File: src/common/fss_pkg.sv
// Shared constants for the frame security sequencer.
// Assumes both ends run on one clock and one asynchronous reset.
package fss_pkg;
  // Nonce layout: long source address, frame counter, key sequence counter.
  localparam int NONCE_W = 104;
  localparam int SRC_W = 64;
  localparam int FCTR_W = 32;
  localparam int KSEQ_W = 8;
  // Frame size limits and checksum size in octets.
  localparam logic [8:0] MAX_FRAME_LEN = 9'h07f;
  localparam logic [8:0] CRC_OCTETS = 9'h002;
  // Long-address encoding of the source address mode field.
  localparam logic [1:0] SAM_LONG = 2'h3;
  // Frame type encodings.
  localparam logic [2:0] TYPE_BEACON = 3'h0;
  localparam logic [2:0] TYPE_DATA = 3'h1;
  localparam logic [2:0] TYPE_CMD = 3'h3;
  // Field positions within mac_framing_control.
  localparam int MFC_CHECKSUM_SIZE_SELECT_BIT = 2;
  localparam int MFC_FRAME_FORMAT_SELECT_BIT = 1;
  localparam logic [7:0] MFC_RESET = 8'h00;
  // Reset values of the security material, and the header offset the device loads itself.
  localparam logic [6:0] OFFSET_RESET = 7'h00;
  localparam logic [3:0] SUITE_RESET = 4'h0;
  localparam logic [6:0] MAC_HDR_OFFSET = 7'h01;
  // Trigger bit positions; a done flag shares its trigger's position.
  localparam int TRIG_W = 5;
  localparam logic [2:0] TRG_BUF1 = 3'h0;
  localparam logic [2:0] TRG_BUF2 = 3'h1;
  localparam logic [2:0] TRG_ENC = 3'h2;
  localparam logic [2:0] TRG_SEND = 3'h3;
  localparam logic [2:0] TRG_RX_DECRYPT_TRIGGER = 3'h4;
  // Flag bit positions.
  localparam int FLAG_W = 8;
  localparam int FLG_BUF1 = 0;
  localparam int FLG_BUF2 = 1;
  localparam int FLG_ENC = 2;
  localparam int FLG_SEND = 3;
  localparam int FLG_RX_DECRYPT_TRIGGER = 4;
  localparam int FLG_RXTAG = 5;
  localparam int FLG_SIZE = 6;
  localparam int FLG_FRM = 7;
  // Security categories reported for the current frame.
  localparam logic [1:0] CAT_NONE = 2'h0;
  localparam logic [1:0] CAT_MAC = 2'h1;
  localparam logic [1:0] CAT_BEACON = 2'h2;
  // Host user commands.
  localparam logic [2:0] OP_SEND = 3'h0;
  localparam logic [2:0] OP_ENC = 3'h1;
  localparam logic [2:0] OP_RX = 3'h2;
  localparam logic [2:0] OP_RX_DUAL = 3'h3;
  localparam logic [2:0] OP_BUF1 = 3'h4;
  localparam logic [2:0] OP_BUF2 = 3'h5;
endpackage

File: src/common/fss_if.sv
// Signals between the host controller end and the device end.
// Assumes both ends share the clock; the bench joins the modports.
`timescale 1ns/1ns
`default_nettype none
interface fss_if;
  import fss_pkg::*;
  // Host to device: trigger pulses, hold bit, material write, flag clear.
  logic [TRIG_W-1:0] trig_set;
  logic setup_hold;
  logic mat_wr;
  logic [NONCE_W-1:0] nonce_wr_data;
  logic [3:0] suite_wr_data;
  logic [6:0] hdr_off_wr_data;
  logic [6:0] pay_off_wr_data;
  logic [6:0] end_off_wr_data;
  logic [7:0] mac_framing_control;
  logic [FLAG_W-1:0] flag_clr;
  // Device to host: trigger bits, flags and security material.
  logic [TRIG_W-1:0] trig_busy;
  logic [FLAG_W-1:0] flags;
  logic [NONCE_W-1:0] nonce_rd;
  logic [3:0] suite_rd;
  logic [6:0] end_off_rd;
  logic [1:0] sec_category;
  modport dev (
    input trig_set, setup_hold, mat_wr, nonce_wr_data, suite_wr_data, hdr_off_wr_data,
    input pay_off_wr_data, end_off_wr_data, mac_framing_control, flag_clr,
    output trig_busy, flags, nonce_rd, suite_rd, end_off_rd, sec_category
  );
  modport host (
    output trig_set, setup_hold, mat_wr, nonce_wr_data, suite_wr_data, hdr_off_wr_data,
    output pay_off_wr_data, end_off_wr_data, mac_framing_control, flag_clr,
    input trig_busy, flags, nonce_rd, suite_rd, end_off_rd, sec_category
  );
endinterface // fss_if
`default_nettype wire

File: src/rtl/fss_device.sv
// Device end of the frame security sequencer: triggers, nonce, flags.
// Assumes an external cipher engine, frame buffer fields and radio sender.
// Functional notes
// Nonce: source address, counter, key sequence
// Own long address fills nonce source
// Host writes receive nonce unless long address
// Send trigger: security then send, uninterrupted
// Host waits encrypt done before anything else
// Completion flag raised, trigger self-cleared
// Size error when zero or too large
// Encrypt tag updates length, end offset
// Receive security only on host trigger
// Dual receive: MAC first, then network
// Receive done flags raised, trigger cleared
// Classify frames by enable, version, type
// Host loads material before encrypt trigger
// Device loads suite, offsets, nonce itself
// Host sets hold after writing material; the host here sets it in the same cycle as the write
`timescale 1ns/1ns
`default_nettype none
module fss_device
  import fss_pkg::*;
(
  // Clock and reset.
  input wire logic clock,
  input wire logic rst_n,
  // Link to the host.
  fss_if.dev ifc,
  // Frame buffer fields of the current frame.
  input wire logic security_enabled_bit,
  input wire logic [1:0] frame_version_field,
  input wire logic [2:0] frame_type,
  input wire logic [7:0] frame_length,
  input wire logic [4:0] mic_length,
  input wire logic [6:0] mac_payload_offset,
  // Own identity and counters.
  input wire logic [SRC_W-1:0] own_long_address,
  input wire logic [FCTR_W-1:0] frame_counter_field,
  input wire logic [KSEQ_W-1:0] key_sequence_counter,
  input wire logic [3:0] default_suite,
  // Cipher engine.
  output logic crypt_start,
  output logic crypt_rx,
  input wire logic crypt_done,
  input wire logic crypt_tag_only,
  // Radio sender and buffer length write.
  output logic send_start,
  input wire logic send_done,
  output logic length_wr,
  output logic [7:0] length_wr_data
);
  // Sequencer states.
  typedef enum logic [3:0] {
    DS_IDLE = 4'h1,
    DS_CRYPT = 4'h2,
    DS_CHECK = 4'h4,
    DS_SEND = 4'h8
  } fss_dev_state_t;

  // Whole state of the device end.
  typedef struct packed {
    fss_dev_state_t st;
    logic [2:0] op;
    logic add_mic;
    logic [TRIG_W-1:0] trig;
    logic [FLAG_W-1:0] flags;
    logic [NONCE_W-1:0] nonce;
    logic [3:0] suite;
    logic [6:0] hdr_off;
    logic [6:0] pay_off;
    logic [6:0] end_off;
    logic [1:0] cat;
    logic [7:0] len;
    logic crypt_start;
    logic crypt_rx;
    logic send_start;
    logic len_wr;
  } fss_dev_s_t;

  fss_dev_s_t s_reg; // Registered state.
  fss_dev_s_t s_next; // Next state.
  logic [FLAG_W-1:0] flag_set; // Flags raised this cycle.
  logic [2:0] pick; // Trigger chosen among simultaneous sets.
  logic [8:0] total; // Frame size after tags and checksum.
  logic [8:0] crc_add; // Checksum octets added on a send.

  // Next-state logic of the sequencer.
  always_comb begin
    s_next = s_reg;
    s_next.crypt_start = 1'b0;
    s_next.send_start = 1'b0;
    s_next.len_wr = 1'b0;
    flag_set = '0;
    pick = TRG_BUF1;
    // The highest position wins when several triggers arrive together.
    for (int i = 0; i < TRIG_W; i++) begin
      if (ifc.trig_set[i]) begin
        pick = 3'(i);
      end
    end
    crc_add = '0;
    if (s_reg.op == TRG_SEND && ifc.mac_framing_control[MFC_CHECKSUM_SIZE_SELECT_BIT]) begin
      crc_add = CRC_OCTETS;
    end
    total = {1'b0, frame_length} + (s_reg.add_mic ? 9'(mic_length) : 9'h000) + crc_add;
    // frame classification
    if (!security_enabled_bit || frame_version_field[1]) begin
      s_next.cat = CAT_NONE;
    end else if (frame_type == TYPE_DATA || frame_type == TYPE_CMD) begin
      s_next.cat = CAT_MAC;
    end else if (frame_type == TYPE_BEACON) begin
      s_next.cat = CAT_BEACON;
    end else begin
      s_next.cat = CAT_NONE;
    end
    case (s_reg.st)
      DS_IDLE: begin
        // Host material is taken only while no operation runs.
        if (ifc.mat_wr) begin
          s_next.nonce = ifc.nonce_wr_data;
          s_next.suite = ifc.suite_wr_data;
          s_next.hdr_off = ifc.hdr_off_wr_data;
          s_next.pay_off = ifc.pay_off_wr_data;
          s_next.end_off = ifc.end_off_wr_data;
        end
        // start only on trigger
        if (|ifc.trig_set) begin
          s_next.op = pick;
          if (ifc.mac_framing_control[MFC_FRAME_FORMAT_SELECT_BIT]) begin
            // Only the standard frame format is sequenced here.
            flag_set[FLG_FRM] = 1'b1;
          end else if (pick == TRG_SEND && !security_enabled_bit) begin
            // Plain send skips the cipher but still sizes the frame.
            s_next.trig[pick] = 1'b1;
            s_next.add_mic = 1'b0;
            s_next.st = DS_CHECK;
          end else begin
            s_next.trig[pick] = 1'b1;
            s_next.add_mic = 1'b1;
            s_next.crypt_start = 1'b1;
            s_next.crypt_rx = (pick == TRG_RX_DECRYPT_TRIGGER);
            s_next.st = DS_CRYPT;
            // device loads material
            if (pick == TRG_SEND && !ifc.setup_hold) begin
              s_next.suite = default_suite;
              s_next.hdr_off = MAC_HDR_OFFSET;
              s_next.pay_off = (frame_type == TYPE_CMD) ? 7'(mac_payload_offset + 7'h01) : mac_payload_offset;
              s_next.end_off = frame_length[6:0];
              // nonce order
              // own address as source
              s_next.nonce = {own_long_address, frame_counter_field, key_sequence_counter};
            end
          end
        end
      end
      DS_CRYPT: begin
        // Wait for the cipher engine.
        if (crypt_done) begin
          if (s_reg.crypt_rx) begin
            // receive completion
            flag_set[crypt_tag_only ? FLG_RXTAG : FLG_RX_DECRYPT_TRIGGER] = 1'b1;
            s_next.trig[TRG_RX_DECRYPT_TRIGGER] = 1'b0;
            s_next.crypt_rx = 1'b0;
            s_next.st = DS_IDLE;
          end else begin
            s_next.st = DS_CHECK;
          end
        end
      end
      DS_CHECK: begin
        // size error check
        if (total == 9'h000 || total > MAX_FRAME_LEN) begin
          flag_set[FLG_SIZE] = 1'b1;
          s_next.trig[s_reg.op] = 1'b0;
          s_next.st = DS_IDLE;
        end else begin
          // length and end offset
          s_next.len = total[7:0];
          s_next.len_wr = 1'b1;
          if (s_reg.op == TRG_ENC && s_reg.add_mic) begin
            s_next.end_off = 7'(s_reg.end_off + 7'(mic_length));
          end
          if (s_reg.op == TRG_SEND) begin
            // send follows security
            s_next.send_start = 1'b1;
            s_next.st = DS_SEND;
          end else begin
            // completion and self-clear
            flag_set[s_reg.op] = 1'b1;
            s_next.trig[s_reg.op] = 1'b0;
            s_next.st = DS_IDLE;
          end
        end
      end
      DS_SEND: begin
        // send completion
        if (send_done) begin
          flag_set[FLG_SEND] = 1'b1;
          s_next.trig[TRG_SEND] = 1'b0;
          s_next.st = DS_IDLE;
        end
      end
      default: begin
        s_next.st = DS_IDLE;
      end
    endcase
    // A flag raised in the cycle of its clear stays raised.
    s_next.flags = (s_reg.flags & ~ifc.flag_clr) | flag_set;
  end

  // State register.
  always_ff @(posedge clock or negedge rst_n) begin
    if (!rst_n) begin
      s_reg <= '{st: DS_IDLE, op: TRG_BUF1, suite: SUITE_RESET, hdr_off: OFFSET_RESET,
                 pay_off: OFFSET_RESET, end_off: OFFSET_RESET, cat: CAT_NONE, default: '0};
    end else begin
      s_reg <= s_next;
    end
  end

  // Outputs come straight from the state register.
  assign ifc.trig_busy = s_reg.trig;
  assign ifc.flags = s_reg.flags;
  assign ifc.nonce_rd = s_reg.nonce;
  assign ifc.suite_rd = s_reg.suite;
  assign ifc.end_off_rd = s_reg.end_off;
  assign ifc.sec_category = s_reg.cat;
  assign crypt_start = s_reg.crypt_start;
  assign crypt_rx = s_reg.crypt_rx;
  assign send_start = s_reg.send_start;
  assign length_wr = s_reg.len_wr;
  assign length_wr_data = s_reg.len;
endmodule // fss_device
`default_nettype wire

File: src/flat_wrapper.sv
// flat-port wrapper written by rule: the top's interface ports become plain ports
module fss_device_flat import fss_pkg::*;
  (clock, rst_n, security_enabled_bit, frame_version_field, frame_type, frame_length, mic_length, mac_payload_offset, own_long_address, frame_counter_field, key_sequence_counter, default_suite, crypt_start, crypt_rx, crypt_done, crypt_tag_only, send_start, send_done, length_wr, length_wr_data, ifc_trig_set, ifc_setup_hold, ifc_mat_wr, ifc_nonce_wr_data, ifc_suite_wr_data, ifc_hdr_off_wr_data, ifc_pay_off_wr_data, ifc_end_off_wr_data, ifc_mac_framing_control, ifc_flag_clr, ifc_trig_busy, ifc_flags, ifc_nonce_rd, ifc_suite_rd, ifc_end_off_rd, ifc_sec_category);
  fss_if ifc_i ();
  input wire logic clock;
  input wire logic rst_n;
  input wire logic security_enabled_bit;
  input wire logic [1:0] frame_version_field;
  input wire logic [2:0] frame_type;
  input wire logic [7:0] frame_length;
  input wire logic [4:0] mic_length;
  input wire logic [6:0] mac_payload_offset;
  input wire logic [SRC_W-1:0] own_long_address;
  input wire logic [FCTR_W-1:0] frame_counter_field;
  input wire logic [KSEQ_W-1:0] key_sequence_counter;
  input wire logic [3:0] default_suite;
  output logic crypt_start;
  output logic crypt_rx;
  input wire logic crypt_done;
  input wire logic crypt_tag_only;
  output logic send_start;
  input wire logic send_done;
  output logic length_wr;
  output logic [7:0] length_wr_data;
  input wire logic [$bits(ifc_i.trig_set)-1:0] ifc_trig_set;
  input wire logic [$bits(ifc_i.setup_hold)-1:0] ifc_setup_hold;
  input wire logic [$bits(ifc_i.mat_wr)-1:0] ifc_mat_wr;
  input wire logic [$bits(ifc_i.nonce_wr_data)-1:0] ifc_nonce_wr_data;
  input wire logic [$bits(ifc_i.suite_wr_data)-1:0] ifc_suite_wr_data;
  input wire logic [$bits(ifc_i.hdr_off_wr_data)-1:0] ifc_hdr_off_wr_data;
  input wire logic [$bits(ifc_i.pay_off_wr_data)-1:0] ifc_pay_off_wr_data;
  input wire logic [$bits(ifc_i.end_off_wr_data)-1:0] ifc_end_off_wr_data;
  input wire logic [$bits(ifc_i.mac_framing_control)-1:0] ifc_mac_framing_control;
  input wire logic [$bits(ifc_i.flag_clr)-1:0] ifc_flag_clr;
  output wire logic [$bits(ifc_i.trig_busy)-1:0] ifc_trig_busy;
  output wire logic [$bits(ifc_i.flags)-1:0] ifc_flags;
  output wire logic [$bits(ifc_i.nonce_rd)-1:0] ifc_nonce_rd;
  output wire logic [$bits(ifc_i.suite_rd)-1:0] ifc_suite_rd;
  output wire logic [$bits(ifc_i.end_off_rd)-1:0] ifc_end_off_rd;
  output wire logic [$bits(ifc_i.sec_category)-1:0] ifc_sec_category;
  assign ifc_i.trig_set = ifc_trig_set;
  assign ifc_i.setup_hold = ifc_setup_hold;
  assign ifc_i.mat_wr = ifc_mat_wr;
  assign ifc_i.nonce_wr_data = ifc_nonce_wr_data;
  assign ifc_i.suite_wr_data = ifc_suite_wr_data;
  assign ifc_i.hdr_off_wr_data = ifc_hdr_off_wr_data;
  assign ifc_i.pay_off_wr_data = ifc_pay_off_wr_data;
  assign ifc_i.end_off_wr_data = ifc_end_off_wr_data;
  assign ifc_i.mac_framing_control = ifc_mac_framing_control;
  assign ifc_i.flag_clr = ifc_flag_clr;
  assign ifc_trig_busy = ifc_i.trig_busy;
  assign ifc_flags = ifc_i.flags;
  assign ifc_nonce_rd = ifc_i.nonce_rd;
  assign ifc_suite_rd = ifc_i.suite_rd;
  assign ifc_end_off_rd = ifc_i.end_off_rd;
  assign ifc_sec_category = ifc_i.sec_category;
  fss_device u_core (.clock(clock), .rst_n(rst_n), .ifc(ifc_i), .security_enabled_bit(security_enabled_bit), .frame_version_field(frame_version_field), .frame_type(frame_type), .frame_length(frame_length), .mic_length(mic_length), .mac_payload_offset(mac_payload_offset), .own_long_address(own_long_address), .frame_counter_field(frame_counter_field), .key_sequence_counter(key_sequence_counter), .default_suite(default_suite), .crypt_start(crypt_start), .crypt_rx(crypt_rx), .crypt_done(crypt_done), .crypt_tag_only(crypt_tag_only), .send_start(send_start), .send_done(send_done), .length_wr(length_wr), .length_wr_data(length_wr_data));
endmodule
File: config.mk
export PLATFORM = sky130hd
export DESIGN_NAME = fss_device_flat
export DESIGN_NICKNAME = d
export VERILOG_FILES = /design/src/common/fss_pkg.sv /design/src/common/fss_if.sv /design/src/rtl/fss_device.sv /design/src/flat_wrapper.sv
export SDC_FILE = /design/constraint.sdc
export NUM_CORES = 1
export LEC_CHECK = 0
export BUFFER_PORTS_ARGS = -buffer_cell sky130_fd_sc_hd__buf_2
export CORE_AREA = 2 2 169 171
export CTS_CLUSTER_SIZE = 40
export DETAILED_ROUTE_END_ITERATION = 16
export DIE_AREA = 0 0 171 173
export GPL_ROUTABILITY_DRIVEN = 0
export GPL_TIMING_DRIVEN = 0
export HOLD_SLACK_MARGIN = 0.05
export SLEW_MARGIN = 20
export SYNTH_ARGS = -nofsm -noshare
export SYNTH_HDL_FRONTEND = slang
export SYNTH_SLANG_ARGS = --single-unit
File: constraint.sdc
create_clock -name clock -period 5.2 [get_ports clock]
set_input_delay 0.78 -clock clock [delete_from_list [all_inputs] [get_ports clock]]
set_output_delay 0.78 -clock clock [all_outputs]
set_load 0.1 [all_outputs]
* Yosys cells after proc, flatten, opt, wreduce, memory -nomap -nowiden
Cells that the tools add are included.
** Cells by class
- Muxes and demuxes :: 66
- Reductions and logical operators :: 28
- Add/sub/neg operators :: 4
- $lt $le $gt $ge :: 7
- Eq/ne operators :: 19
- Bitwise logic cells :: 8
** Operator list (count)
- $mux W129 :: 5
- $ge A32 B1 Y1 const B :: 1
- $lt A32 B5 Y1 const B :: 1
- $mux W8 :: 3
- $mux W7 :: 3
- $mux W4 :: 5
- $mux W2 :: 9
- $mux W6 :: 3
- $pmux W3 S2 :: 3
- $mux W1 :: 16
- $pmux W4 S4 :: 1
- $mux W3 :: 5
- $mux W5 :: 3
- $pmux W7 S2 :: 1
- $mux W13 :: 1
- $eq A3 B2 Y1 const B :: 4
- $pmux W1 S3 :: 4
- $ne A2 B2 Y1 const B :: 5
- $reduce_and A5 Y1 :: 2
- $add A8 B9 Y9 :: 1
- $add A9 B2 Y9 :: 1
- $demux W1 S3 :: 3
- $gt A9 B7 Y1 const B :: 1
- $logic_not A9 Y1 :: 1
- other kinds (31) :: 50
** Word-level totals
- Register bits :: 164
- Input bits :: 291
- Word-level logic and storage cells :: 150
- Output and inout port bits :: 142

* Depth between registers and ports, before layout
- Word-level depth :: 13
- Depth in mapped cells :: 15

* Least setup slack after synthesis
OpenSTA, ideal clock, no wires.
- Path kind :: in2reg
- Start :: input port frame_length[1]
- End :: register u_core.s_reg, in the netlist u_core.length_wr_data[3]
- Arrival :: 3840 ps
- Required time :: 5075 ps
- Setup time :: 125 ps
- Path buffers :: 1
- Path slack :: 1235 ps
- Stages on the path :: 12
- Path through :: inv_1 -> fa_1 -> inv_1 -> ha_1 -> fa_1 -> xor2_1 -> or4_1 -> o41ai_4 -> or2_1 -> buf_4 -> inv_4 -> mux2_4
** Between the ends
- Longest elaborated chain between the ends :: 6
- Elaborated cells between the ends (all ways) :: 7
- Those cells by class :: add/sub: 2; order compare: 1; bitwise: 1; reduce/logical: 3
** Ends and longest elaborated chain
- start: declaration :: RTL line flat_wrapper.sv:10 : input wire logic [7:0] frame_length;
- $add A8 B9 Y9 (*) :: RTL line fss_device.sv:105 : total = {1'b0, frame_length} + (s_reg.add_mic ? 9'(mic_length) : 9'h000) + crc_add;
- $add A9 B2 Y9 (*) :: RTL line fss_device.sv:105
- $gt A9 B7 Y1 or $logic_not A9 Y1 (tied branches) :: RTL line fss_device.sv:172 : if (total == 9'h000 || total > MAX_FRAME_LEN) begin
- $logic_or A1 B1 Y1 :: RTL line fss_device.sv:172
- $not A1 Y1 (no source line)
- $reduce_and A2 Y1 (no source line)
- end signal: assignment :: RTL line fss_device.sv:214 : s_reg <= '{st: DS_IDLE, op: TRG_BUF1, suite: SUITE_RESET, hdr_off: OFFSET_RESET,
- end signal: assignment :: RTL line fss_device.sv:217 : s_reg <= s_next;
- end: declaration :: RTL line fss_device.sv:80 : fss_dev_s_t s_reg;
Mark *: on every way between the ends. The rest lies on a longest branch, timed or not.
A chain may end at the register's enable or synchronous reset.

* Worst setup path after layout
- Start :: register u_core.s_reg[157] (netlist bit)
- End :: register u_core.s_reg, in the netlist u_core.length_wr_data[6]
** Between the ends
- Longest elaborated chain between the ends :: 8
- Elaborated cells between the ends (all ways) :: 9
- Those cells by class :: add/sub: 1; order compare: 1; eq/ne: 1; mux: 1; bitwise: 1; reduce/logical: 4
** Ends and longest elaborated chain
- $eq A3 B2 Y1 (*) :: RTL line fss_device.sv:102 : if (s_reg.op == TRG_SEND && ifc.mac_framing_control[MFC_CHECKSUM_SIZE_SELECT_BIT]) begin
- $logic_and A1 B1 Y1 (*) :: RTL line fss_device.sv:102
- $mux W2 (*) :: RTL line fss_device.sv:102
- $add A9 B2 Y9 (*) :: RTL line fss_device.sv:105
- $gt A9 B7 Y1 or $logic_not A9 Y1 (tied branches) :: RTL line fss_device.sv:172
- $logic_or A1 B1 Y1 :: RTL line fss_device.sv:172
- $not A1 Y1 (no source line)
- $reduce_and A2 Y1 (no source line)
Marked as above.

==> impl_metrics.toml <==
[status]
status = "complete, no violations"

[clock_tree]
cts.clk_slew.worst_paths_ns = 0.07
cts.repair.resized = 0
postCtsSetupBuffers = 0
tritoncts.num_buffers = 17
cts_hold_buf = 0
clk_latency_ns = 0.42
h-tree-depth = 4
clock_sinks = 150
cts_tree = "built"
cts-root-buf = "clkbuf_16"
clockBufferDepth = 2

[die]
fp.dieW_um = 171
fp-row-count = 61
die_area_sq_um = 29600
die_h_um = 173
ios = 433
core_sq_um = 27600
initial_utilization = 0.300

[drt]
drt_iter0_drc = 524
drcViolationCount = 0
vias = 8044
wl_mm = 28.1
ant_nets = 0
wl_per_cell_um = 16.3
first_pass_iters = 5
vias_per_cell = 4.67

[yosys]
syn_inst = 908
synth_edf_count = 0
async_reset_ff_frac = 1.00
syn-cell-area_sq_um = 8300
synth_warnings = 0
synth_top_flop_cell = "dfrtp_1"
syn_area_per_cell_sq_um = 9.14
ys_seq_area_frac = 0.453
syn_nets = 1216
ys_types = 59
ys_ff_latch = 150

[setup_path]
r2r_start = "u_core.s_reg[157]"
r2r_cells = 14
crit_fanout = 10
crit_path_end_kind = "flip-flop"
crit_required_ns = 5.51
crit_slowest_cell = "o41ai_4"
rrSetupSlack_ns = 0.63
crit_chain = "inv_1 -> nor3_1 -> nand2_1 -> fa_1 -> inv_1 -> ha_1 -> fa_1 -> xor2_1 -> or4_1 -> o41ai_4 -> or2_1 -> buf_4 -> inv_4 -> mux2_4"
crit_type = "reg -> reg"
crit_path_start_kind = "flip-flop"
arrival_ns = 4.88
worst_path_largest_cell_delay_ns = 0.69
r2r_end = "u_core.length_wr_data[6]"

[global_route]
grt_pass1_wl_mm = 42.7
overflow = 0
grt_max_degree = 79
grt_pass1_vias = 7839
grt_antenna_before_repair = 0
grt_use_total = 0.186

[timing]
min_period_ns = 4.57
min_period_over_period = 0.880
finalSetupViolations = 0
maxSlewHeadroom = 0.373
maxSlewViolCount = 0
fmax_mhz = 219
grt_setup_unrepaired = "no"
worst_slew_pin_slew_ns = 0.928
skew_ns = 0.0152
hold_violations = 0
tns_ns = 0

[placed_design]
hpwl_mm = 21.3
placed_area_sq_um = 10800
io_buffers = 402

[cells_and_area]
finish.utilization = 0.412
final_cell_mix = "405 x buf_2, 149 x dfrtp_1, 139 x buf_4, 131 x nor2_1, 120 x a21oi_1"
layout.nets = 1638
regArea_sq_um = 3750
stdcell_area_sq_um = 11400
diodes = 0
largest_reg_flops = 104
area_growth_pct = 37.2
drive_gt1_frac = 0.448
fillerInstances = 2862
final_common_cell = "buf_2"
multiInputGateArea_sq_um = 3220

[worst_hold_path]
min_path_type = "in -> async"

[job]
maxCapViolations = 0
==> cells in the mapped netlist (2+ instances only) <==
library cell	n	share of area
nor2_1	132	0.060
nor4_1	2	0.0015
and2_1	5	0.0038
a31oi_1	6	0.0045
o21a_1	2	0.0018
o211a_1	2	0.0024
o21ai_0	19	0.011
buf_4	139	0.13
ha_1	14	0.021
or3b_2	2	0.0021
buf_2	4	0.0024
nor2b_1	4	0.0030
mux2_2	7	0.0095
nand2_1	26	0.012
o22ai_1	112	0.084
nor3b_1	2	0.0018
nor3_1	6	0.0036
a211oi_1	4	0.0036
nand3b_1	3	0.0027
nand3_1	5	0.0030
mux2_4	4	0.0072
buf_1	3	0.0014
a32oi_1	2	0.0021
o21bai_1	2	0.0018
fa_1	3	0.0072
clkbuf_1	47	0.021
dfrtp_1	149	0.45
or3_1	4	0.0030
mux2i_1	6	0.0072
a21oi_1	120	0.072
xor2_1	6	0.0063
nor4b_1	4	0.0042
and3_1	3	0.0023
or4b_2	3	0.0036
o211ai_1	10	0.0090
inv_1	20	0.0090
a21o_1	3	0.0027
mux2_1	2	0.0027
==> stage by stage <==
step	worst slack, ns	hold WS, ns	cells
finish	0.625	0.297	1721
global route	0.459	0.344	1721
CTS	0.599	0.327	1721
detailed placement	0.611	0.478	1689
global placement	0.609	0.473	1688
floorplan	1.23	0.455	908
==> kinds of logic (layout without fill, tap and decap cells) <==
kind of cell	Yosys count	after routing	synth area share
AOI/OAI and AO/OA	294	294	0.212
xor gates and xnor gates	6	6	0.00633
and+or+nand+nor	208	208	0.113
DFF	150	150	0.453
muxes	19	19	0.0267
buffers and inverters	214	649	0.161
adders and majority gates	17	17	0.0283
==> area by class of cell <==
class	instances	area share
sequential	150	0.330
multi-input combinational	544	0.283
timing repair buffer	403	0.180
buffer	193	0.110
tap	378	0.0415
clock buffer	19	0.0389
clock inverter	13	0.00989
inverter	21	0.00714
==> critical path: cells and delay by family, from the launching register on <==
kind / cells / cell delay (ns)
buf+inv: 4 / 0.45
flops: 1 / 0.42
simple gates: 4 / 1.23
xor+xnor: 1 / 0.19
compound gates: 1 / 0.69
fa+ha+maj: 3 / 1.17
mux: 1 / 0.29
==> routing by layer <==
metal / vias to the layer above / routed length (um) / GRT usage
met5: - / 0 / 0
met4: 0 / 381 / 0.0456
met3: 26 / 1880 / 0.0382
met2: 312 / 13900 / 0.319
met1: 3763 / 11900 / 0.239
li1: 3943 / - / -
==> worst max path at each step <==
stage | start | end | slack [ns] | cells after the start
after detailed placement | u_core.s_reg[157] | u_core.length_wr_data[5] | 0.61 | 14
after CTS | u_core.s_reg[157] | u_core.length_wr_data[6] | 0.60 | 14
final | u_core.s_reg[157] | u_core.length_wr_data[6] | 0.63 | 14
after global placement | u_core.s_reg[157] | u_core.length_wr_data[6] | 0.61 | 14
after floorplan | frame_length[1] | u_core.length_wr_data[3] | 1.23 | 12
after global routing | u_core.s_reg[157] | u_core.length_wr_data[6] | 0.46 | 14
Power is left out: the tool's default activity adds up to more than one toggle a clock period on the data nets, which glitch-free logic cannot reach.
